## config.mk

```make
export PLATFORM = sky130hd
export DESIGN_NAME = tccc_top
export DESIGN_NICKNAME = d
export VERILOG_FILES = /design/src/rtl/tccc_pkg.sv /design/src/rtl/tccc_prescale.sv /design/src/rtl/tccc_top.sv
export SDC_FILE = /design/constraint.sdc
export NUM_CORES = 1
export LEC_CHECK = 0
export BUFFER_PORTS_ARGS = -buffer_cell sky130_fd_sc_hd__buf_2
export CORE_UTILIZATION = 32
export CTS_CLUSTER_DIAMETER = 30
export DETAILED_ROUTE_END_ITERATION = 10
export PLACE_DENSITY = 0.59
export REMOVE_ABC_BUFFERS = 1
export SLEW_MARGIN = 40
export SYNTH_ARGS = -nofsm -noshare
export SYNTH_HDL_FRONTEND = slang
export SYNTH_SLANG_ARGS = --single-unit
```

## constraint.sdc

```tcl
create_clock -name CLK_SYS -period 6.2 [get_ports CLK_SYS]
set_input_delay 0.62 -clock CLK_SYS [delete_from_list [all_inputs] [get_ports CLK_SYS]]
set_output_delay 0.62 -clock CLK_SYS [all_outputs]
set_load 0.03 [all_outputs]
```

## src/rtl/tccc_pkg.sv

```systemverilog
package tccc_pkg;
    localparam logic [11:0] ADDR_SELECT = 12'h000;
    localparam logic [11:0] ADDR_FORCE = 12'h004;
    localparam logic [11:0] ADDR_MASK = 12'h008;
    localparam logic [11:0] ADDR_DATA = 12'h00c;
    localparam logic [11:0] ADDR_COUNTER = 12'h010;
    localparam logic [11:0] ADDR_CONTROL = 12'h018;
    // own registers
    localparam logic [11:0] ADDR_ACTION = 12'h020;
    localparam logic [11:0] ADDR_FLAGS = 12'h024;
    localparam logic [11:0] ADDR_CHVAL4 = 12'h040;
    localparam logic [11:0] ADDR_ACC_CNT = 12'h050;
    localparam int CTL_RUN = 7;
    localparam int CTL_WAIT = 6;
    localparam int CTL_FRZ = 5;
    localparam int CTL_FAST = 4;
    localparam int FLG_OVF = 4;
    localparam int FLG_ACC_OVF = 5;
    localparam int FLG_ACC_IN = 6;
    localparam logic [3:0] RST_NIBBLE = 4'h0;
    localparam logic [15:0] RST_COUNT = 16'h0000;
    localparam int ACC_DIV = 64;
    localparam logic [5:0] ACC_DIV_LAST = 6'(ACC_DIV - 1);
    localparam logic [1:0] ACT_OFF = 2'h0;
    localparam logic [1:0] ACT_TOGGLE = 2'h1;
    localparam logic [1:0] ACT_LOW = 2'h2;
    localparam logic [1:0] ACT_HIGH = 2'h3;

    typedef struct packed {
        logic psel;
        logic penable;
        logic pwrite;
        logic [11:0] paddr;
        logic [31:0] pwdata;
    } tccc_apb_req_t;

    typedef struct packed {
        logic pready;
        logic pslverr;
        logic [31:0] prdata;
    } tccc_apb_rsp_t;
endpackage

```

## src/rtl/tccc_prescale.sv

```systemverilog
`timescale 1ns/1ps
`default_nettype none
module tccc_prescale (
    // clock and reset
    input wire logic clk,
    input wire logic rst_n,
    // control
    input wire logic run,
    input wire logic tick_in,
    // divided tick
    output logic tick_out
);
    import tccc_pkg::*;

    typedef struct packed {
        logic [5:0] cnt;
        logic tick;
    } tccc_pre_state_t;

    tccc_pre_state_t st;
    tccc_pre_state_t next_st;

    always_comb begin
        next_st = st;
        next_st.tick = 1'b0;
        if (!run) begin
            next_st.cnt = 6'h00; // no accumulator clock while stopped
        end else if (tick_in) begin
            if (st.cnt == ACC_DIV_LAST) begin
                next_st.cnt = 6'h00;
                next_st.tick = 1'b1;
            end else begin
                next_st.cnt = st.cnt + 6'h01;
            end
        end
    end

    always_ff @(posedge clk or negedge rst_n) begin
        if (!rst_n) begin
            st <= '0;
        end else begin
            st <= next_st;
        end
    end

    assign tick_out = st.tick;

    acc_tick_gated_a: assert property (@(posedge clk) disable iff (!rst_n)
        tick_out |-> $past(run))
        else $error("accumulator tick while timer stopped");
endmodule // tccc_prescale
`default_nettype wire

```

## src/rtl/tccc_top.sv

```systemverilog
`timescale 1ns/1ps
`default_nettype none
module tccc_top (
    // clock and reset
    input wire logic CLK_SYS,
    input wire logic RST_B,
    // apb
    input wire tccc_pkg::tccc_apb_req_t APB_REQ,
    output tccc_pkg::tccc_apb_rsp_t APB_RSP,
    // chip mode
    input wire logic SPECIAL_MODE,
    input wire logic WAIT_MODE,
    input wire logic FREEZE_MODE,
    // channel pins 7..4
    input wire logic [3:0] CH_IN,
    output logic [3:0] CH_OUT,
    output logic [3:0] CH_OE,
    // accumulator
    output logic ACC_CLK_TICK
);
    import tccc_pkg::*;

    typedef struct packed {
        logic [3:0] capture_or_compare_sel;
        logic [3:0] master_compare_mask;
        logic [3:0] master_compare_data;
        logic [7:0] action;
        logic [3:0] system_control_one;
        logic [15:0] main_counter;
        logic [63:0] chval;
        logic [3:0] channel_event_flag;
        logic counter_overflow_flag;
        logic [1:0] accumulator_flags;
        logic [15:0] acc_cnt;
        logic [3:0] port_data;
        logic [3:0] pin_d1;
        logic [3:0] pin_d2;
        logic [3:0] pin_d3;
        logic [31:0] rdata;
        logic ready;
    } tccc_state_t;

    tccc_state_t st;
    tccc_state_t next_st;
    logic [1:0] rst_sync;
    logic rst_n;
    logic run;
    logic cnt_tick;
    logic acc_tick;

    function automatic logic apply_action(input logic [1:0] act, input logic cur);
        case (act)
            ACT_TOGGLE: apply_action = ~cur;
            ACT_LOW: apply_action = 1'b0;
            ACT_HIGH: apply_action = 1'b1;
            default: apply_action = cur;
        endcase
    endfunction

    always_ff @(posedge CLK_SYS or negedge RST_B) begin
        if (!RST_B) begin
            rst_sync <= 2'b00;
        end else begin
            rst_sync <= {rst_sync[0], 1'b1};
        end
    end
    assign rst_n = rst_sync[1];

    // timer runs unless disabled, wait-stopped
    assign run = st.system_control_one[CTL_RUN - 4]
        && !(WAIT_MODE && st.system_control_one[CTL_WAIT - 4]);
    // freeze stops only the counter
    assign cnt_tick = run && !(FREEZE_MODE && st.system_control_one[CTL_FRZ - 4]);

    tccc_prescale u_pre (
        .clk(CLK_SYS),
        .rst_n(rst_n),
        .run(run),
        .tick_in(1'b1),
        .tick_out(acc_tick)
    );

    always_comb begin
        logic acc;
        logic wr;
        logic rd;
        logic fast;
        logic [3:0] force_now;
        logic [3:0] match;
        logic [3:0] cap_edge;
        logic [3:0] ch_set;
        logic [11:0] a;
        acc = APB_REQ.psel && APB_REQ.penable && !st.ready;
        wr = acc && APB_REQ.pwrite;
        rd = acc && !APB_REQ.pwrite;
        a = APB_REQ.paddr;
        fast = st.system_control_one[CTL_FAST - 4];
        force_now = 4'h0;
        match = 4'h0;
        ch_set = 4'h0;
        cap_edge = st.pin_d2 ^ st.pin_d3;
        next_st = st;
        next_st.ready = acc;
        next_st.pin_d1 = CH_IN;
        next_st.pin_d2 = st.pin_d1;
        next_st.pin_d3 = st.pin_d2;
        if (cnt_tick) begin
            next_st.main_counter = st.main_counter + 16'h0001;
            if (st.main_counter == 16'hffff) begin
                next_st.counter_overflow_flag = 1'b1;
            end
        end
        for (int i = 0; i < 4; i++) begin
            if (st.capture_or_compare_sel[i]) begin
                match[i] = cnt_tick && (st.chval[i*16 +: 16] == st.main_counter);
            end else if (cap_edge[i] && run) begin
                next_st.chval[i*16 +: 16] = st.main_counter;
                next_st.channel_event_flag[i] = 1'b1;
                ch_set[i] = 1'b1;
            end
        end
        if (wr && a == ADDR_FORCE) begin
            force_now = APB_REQ.pwdata[7:4] & st.capture_or_compare_sel;
        end
        // per-channel action, channel 7 override applied after
        for (int i = 0; i < 4; i++) begin
            if (force_now[i] || match[i]) begin
                next_st.port_data[i] = apply_action(st.action[i*2 +: 2],
                    st.port_data[i]);
            end
            if (match[i] && !force_now[i]) begin
                next_st.channel_event_flag[i] = 1'b1;
                ch_set[i] = 1'b1;
            end
        end
        if (match[3] || force_now[3]) begin
            for (int i = 0; i < 4; i++) begin
                if (st.master_compare_mask[i]) begin
                    next_st.port_data[i] = st.master_compare_data[i];
                end
            end
        end
        next_st.rdata = 32'h0;
        if (rd) begin
            if (a == ADDR_SELECT) begin
                next_st.rdata = {24'h0, st.capture_or_compare_sel, 4'h0};
            end else if (a == ADDR_FORCE) begin
                next_st.rdata = 32'h0;
            end else if (a == ADDR_MASK) begin
                next_st.rdata = {24'h0, st.master_compare_mask, 4'h0};
            end else if (a == ADDR_DATA) begin
                next_st.rdata = {24'h0, st.master_compare_data, 4'h0};
            end else if (a == ADDR_COUNTER) begin
                next_st.rdata = {16'h0, st.main_counter};
            end else if (a == ADDR_CONTROL) begin
                next_st.rdata = {24'h0, st.system_control_one, 4'h0};
            end else if (a == ADDR_ACTION) begin
                next_st.rdata = {24'h0, st.action};
            end else if (a == ADDR_FLAGS) begin
                next_st.rdata = {25'h0, st.accumulator_flags,
                    st.counter_overflow_flag, st.channel_event_flag};
            end else if (a == ADDR_ACC_CNT) begin
                next_st.rdata = {16'h0, st.acc_cnt};
            end else begin
                for (int i = 0; i < 4; i++) begin
                    if (a == ADDR_CHVAL4 + 12'(i * 4)) begin
                        next_st.rdata = {16'h0, st.chval[i*16 +: 16]};
                    end
                end
            end
        end
        if (wr) begin
            if (a == ADDR_SELECT) begin
                next_st.capture_or_compare_sel = APB_REQ.pwdata[7:4];
            end else if (a == ADDR_MASK) begin
                next_st.master_compare_mask = APB_REQ.pwdata[7:4];
            end else if (a == ADDR_DATA) begin
                next_st.master_compare_data = APB_REQ.pwdata[7:4];
            end else if (a == ADDR_COUNTER && SPECIAL_MODE) begin
                // counter has no prescaler; the accumulator prescaler is left alone
                next_st.main_counter = APB_REQ.pwdata[15:0];
            end else if (a == ADDR_CONTROL) begin
                next_st.system_control_one = APB_REQ.pwdata[7:4];
            end else if (a == ADDR_ACTION) begin
                next_st.action = APB_REQ.pwdata[7:0];
            end else if (a == ADDR_FLAGS) begin
                // write-one-to-clear: explicit path
                next_st.channel_event_flag = next_st.channel_event_flag
                    & ~(APB_REQ.pwdata[3:0] & ~ch_set);
                if (APB_REQ.pwdata[FLG_OVF] && !(cnt_tick && st.main_counter == 16'hffff)) begin
                    next_st.counter_overflow_flag = 1'b0;
                end
                next_st.accumulator_flags = st.accumulator_flags
                    & ~APB_REQ.pwdata[FLG_ACC_IN:FLG_ACC_OVF];
            end else if (a == ADDR_ACC_CNT) begin
                next_st.acc_cnt = APB_REQ.pwdata[15:0];
            end else begin
                for (int i = 0; i < 4; i++) begin
                    if (a == ADDR_CHVAL4 + 12'(i * 4)) begin
                        next_st.chval[i*16 +: 16] = APB_REQ.pwdata[15:0];
                    end
                end
            end
        end
        if (fast && acc) begin
            for (int i = 0; i < 4; i++) begin
                if (a == ADDR_CHVAL4 + 12'(i * 4)
                    && ((rd && !st.capture_or_compare_sel[i] && !(cap_edge[i] && run))
                    || (wr && st.capture_or_compare_sel[i] && !match[i]))) begin
                    next_st.channel_event_flag[i] = 1'b0;
                end
            end
            if (a == ADDR_COUNTER && !(cnt_tick && st.main_counter == 16'hffff)) begin
                next_st.counter_overflow_flag = 1'b0;
            end
            if (a == ADDR_ACC_CNT) begin
                next_st.accumulator_flags = 2'b00;
            end
        end
    end

    always_ff @(posedge CLK_SYS or negedge rst_n) begin
        if (!rst_n) begin
            st <= '0;
        end else begin
            st <= next_st;
        end
    end

    assign APB_RSP.pready = st.ready;
    assign APB_RSP.pslverr = 1'b0;
    assign APB_RSP.prdata = st.rdata;
    assign CH_OUT = st.port_data;
    // pin driven on a compare channel when its action is nonzero or it is masked
    always_comb begin
        for (int i = 0; i < 4; i++) begin
            CH_OE[i] = st.capture_or_compare_sel[i]
                && (st.master_compare_mask[i] || st.action[i*2 +: 2] != ACT_OFF);
        end
    end
    assign ACC_CLK_TICK = acc_tick;

    force_reads_zero_a: assert property (@(posedge CLK_SYS) disable iff (!rst_n)
        (APB_REQ.psel && APB_REQ.penable && !APB_REQ.pwrite && !st.ready
        && APB_REQ.paddr == ADDR_FORCE) |=> st.rdata == 32'h0)
        else $error("force register read nonzero");
    counter_up_a: assert property (@(posedge CLK_SYS) disable iff (!rst_n)
        (cnt_tick && !(APB_REQ.psel && APB_REQ.penable && APB_REQ.pwrite))
        |=> st.main_counter == $past(st.main_counter) + 16'h0001)
        else $error("counter failed to increment");
    counter_wprot_a: assert property (@(posedge CLK_SYS) disable iff (!rst_n)
        (!SPECIAL_MODE && !cnt_tick) |=> st.main_counter == $past(st.main_counter))
        else $error("counter changed outside special mode");
    timer_stop_a: assert property (@(posedge CLK_SYS) disable iff (!rst_n)
        (!st.system_control_one[CTL_RUN - 4] && !SPECIAL_MODE)
        |=> st.main_counter == $past(st.main_counter))
        else $error("counter ran while disabled");
    freeze_halt_a: assert property (@(posedge CLK_SYS) disable iff (!rst_n)
        (FREEZE_MODE && st.system_control_one[CTL_FRZ - 4]
        && !(APB_REQ.psel && APB_REQ.penable && APB_REQ.pwrite))
        |=> st.main_counter == $past(st.main_counter))
        else $error("counter ran in freeze");
    wait_halt_a: assert property (@(posedge CLK_SYS) disable iff (!rst_n)
        (WAIT_MODE && st.system_control_one[CTL_WAIT - 4]
        && !(APB_REQ.psel && APB_REQ.penable && APB_REQ.pwrite))
        |=> (st.main_counter == $past(st.main_counter) && !acc_tick))
        else $error("timer ran in wait");
    mask_oe_a: assert property (@(posedge CLK_SYS) disable iff (!rst_n)
        (|(st.capture_or_compare_sel & st.master_compare_mask))
        |-> (st.capture_or_compare_sel & st.master_compare_mask & ~CH_OE) == 4'h0)
        else $error("masked compare pin not driven");
    ovf_fast_clear_a: assert property (@(posedge CLK_SYS) disable iff (!rst_n)
        (st.system_control_one[CTL_FAST - 4] && APB_REQ.psel && APB_REQ.penable && !st.ready
        && APB_REQ.paddr == ADDR_COUNTER && !(cnt_tick && st.main_counter == 16'hffff))
        |=> !st.counter_overflow_flag)
        else $error("overflow flag kept after counter access");
    ovf_hold_a: assert property (@(posedge CLK_SYS) disable iff (!rst_n)
        (!st.system_control_one[CTL_FAST - 4] && st.counter_overflow_flag
        && !(APB_REQ.psel && APB_REQ.penable && APB_REQ.pwrite && APB_REQ.paddr == ADDR_FLAGS))
        |=> st.counter_overflow_flag)
        else $error("overflow flag lost without explicit clear");
    force_no_flag_a: assert property (@(posedge CLK_SYS) disable iff (!rst_n)
        (APB_REQ.psel && APB_REQ.penable && APB_REQ.pwrite && !st.ready
        && APB_REQ.paddr == ADDR_FORCE)
        |=> (st.channel_event_flag & ~$past(st.channel_event_flag)
        & $past(APB_REQ.pwdata[7:4]) & $past(st.capture_or_compare_sel)) == 4'h0)
        else $error("forced channel flag set");
    sel_reset_a: assert property (@(posedge CLK_SYS)
        $rose(rst_n) |-> st.capture_or_compare_sel == RST_NIBBLE)
        else $error("select not cleared at reset");
endmodule // tccc_top
`default_nettype wire

```

==> impl_metrics.ini <==
[setup_path]
critPathLaunchType = input port
worst_ep_arrival_time_ns = 3.43
critPathTopFamily = simple AND/OR/NAND/NOR gates
crit_path_max_fanout = 24
required_ns = 6.52
cp_num_buf_inv = 2
slowest_delay_ns = 0.78
path_cells = buf_2 > or4_1 > nor4_4 > and2_1 > and3_1 > buf_4 > mux2_1
end_kind = register
critical_path_class = input port to register
slowest_stage = or4_1

[detailed_routing]
drc = 0
vias_per_cell = 5.48
drtAntennaViolNets = 0
post_drt_wl_per_cell_um = 21.7
vias = 8026
wl_um = 31700
drt_iter0_drc = 773
dr.pass1.iters = 5

[timing]
max_slew_margin_pct = 50.6
fmax_ghz = 0.322
hold_ws_ns = 0.283
slew_violations = 0
setup_viol = 0
rsz0062_at_grt = false
fin_setup_tns_ns = 0
worstMarginPinSlew_ns = 0.741
hold_viol = 0
setup_ws_ns = 3.10
fin_skew_ns = 0.0126
min_period_ns = 3.10
finalCritPeriodShare_pct = 50.0

[power_and_ir_drop]
p_leak_nw = 4.78
powerDensity_mw_per_mm2 = 210
peakVddDrop_v = 0.000163
finalPower_mw = 2.32

[grt]
grt_pass1_wl_um = 47500
gr-usage-all-layers_pct = 20.3
overflow = 0
grt_pass1_vias = 7505
grt_max_degree = 69
antenna_found_initial = 0

[finish]
nNetsFinal = 1114
syn2layout_area_growth_pct = 10.7
drive_gt1_share_pct = 18.1
fillers = 3105
fin_cells = 1465

[floorplan]
start_util_pct = 32.5
pin_count = 99
chipWidth_um = 179
fp.coreArea_mm2 = 0.0307
die_h_um = 179
die_area_mm2 = 0.0319
rows = 64

[cts]
clk_latency_ns = 0.45
cts_max_path_buffers = 2
clk_pin_slew_worst_paths_ns = 0.07
cts_tree = done
cts_max_level = 4
cts_root_buf = clkbuf_16
clkSinkCount = 169
numCtsBuffers = 17

[logic_synthesis]
synth_common_cells = dfrtp_1, nor2_1, nand2_1
synth_most_common_cell = dfrtp_1
syn_area_mm2 = 0.00998
synth.distinct_cells = 70
synth_enable_flop_cells = 0
yosysWarnings = 0
yosys-top-cells-area = dfrtp_1, mux2i_1, mux2_2
synth_top_area_share_pct = 42.4
syn_inst = 1048
ys_ff_latch = 169
synth.avg_cell_area_um2 = 9.52
synth-async-reset-ratio_pct = 100
yosysTopAreaCell = dfrtp_1
ys_seq_area_share_pct = 42.4
ys.flop_type = dfrtp_1

[flow_run]
max_cap_viol_count = 0

[outcome]
status = finished clean

[placed_design]
dp_hpwl_um = 21800
dpl.cell_count = 1431
dpl_worst_slack_ns = 2.60
numPortBuffers = 65
routabilityCongestion = 0.981

[worst_hold_path]
hold_class = input port to register
[metrics by stage]
step | utilization [%] | area, µm²
6_report | 36.0 | 11000
5_1_grt | 36.0 | 11000
4_1_cts | 35.9 | 11000
3_5_place_dp | 34.0 | 10400
3_3_place_gp | 33.9 | 10400
2_1_floorplan | - | 9450
[flip-flops by register name, indices dropped and copies added, names as in the netlist]
| name | flops |
|---|---|
| u_pre.tick_out | 1 |
| st | 131 |
| u_pre.st | 6 |
| APB_RSP | 17 |
| CH_OUT | 4 |
| rst_sync | 2 |
| next_st | 8 |
[cell families (layout without fill, tap and decap cells)]
kind of cell	Yosys count	in the layout	share of synthesized area, %
buf+inv	128	132	6.58
flops	169	169	42.4
other cells	2	19	0.0753
compound gates	221	221	13.7
xor+xnor	84	84	7.37
fa+ha+maj	2	2	0.251
simple gates	316	316	15.7
mux	126	126	14.0
[cell usage in the layout, fill, tap and decap left out, types with 7 or more instances in the layout]
master,count
mux2i_1,71
inv_1,20
conb_1,18
nand2b_1,12
o21ai_1,27
nand3_1,23
mux2_4,14
nor2_1,94
nor2b_1,8
a21oi_1,52
xnor2_1,38
nand2_1,91
buf_2,65
clkbuf_16,17
or3_1,8
a221oi_1,14
xor2_1,46
buf_4,13
nor4_1,9
or2_2,7
o21ai_0,65
nand4_1,14
dfrtp_1,168
mux2_2,37
[layer usage]
metal	track usage [%]	up-vias	part of all wire, %
li1	-	3656	-
met1	27.7	3958	43
met2	31.2	344	46
met3	3.56	68	7.4
met4	9.18	0	3.7
met5	0	-	0
[path summary, 6_finish.rpt]
| path | start | slack, ns | end | cells after the start |
|---|---|---|---|---|
| min in group asynchronous | rst_sync[1] | 0.36 | CH_OUT[1] | 0 |
| worst min register to register | rst_sync[0] | 0.35 | rst_sync[1] | 0 |
| worst max register to register | st[154] | 3.18 | CH_OUT[2] | 6 |
| worst max-delay path | APB_REQ[41] | 3.10 | st[149] | 7 |
| max in group asynchronous | rst_sync[1] | 4.66 | st[61] | 1 |
| worst min-delay path | CH_IN[3] | 0.28 | next_st[40] | 1 |
[power breakdown]
group	internal, mW	switching [mW]	leakage (nW)
clock	0.598	0.477	0.276
combinational	0.0290	0.0985	2.20
sequential	1.11	0.0105	2.30
total	1.74	0.586	4.78
[worst register-to-register path: cells and delay by family, from the launching register on]
kind	cells	cell delay, ns
and+or+nand+nor	3	1.18
DFF	1	0.46
muxes	1	0.31
AOI/OAI and AO/OA	2	0.95
[layout make-up]
type / count / area [µm²] / area share, %
clock buffer: 19 / 433 / 3.92
sequential: 169 / 4230 / 38.3
inverter: 20 / 75.1 / 0.680
timing repair buffer: 81 / 472 / 4.27
multi-input combinational: 767 / 5190 / 47.0
clock inverter: 12 / 144 / 1.30
antenna: 1 / 2.50 / 0.0227
tap: 396 / 495 / 4.49
[what timing repair did]
| item | 4_1_cts | 5_1_grt |
|---|---|---|
| hold buffers | 1 | 0 |
| buffers inserted | 0 | 0 |
| gates resized for setup | 0 | 0 |
| hold endpoints to repair | 2 | 0 |
No activity file was read; power rests on OpenSTA's default activity.
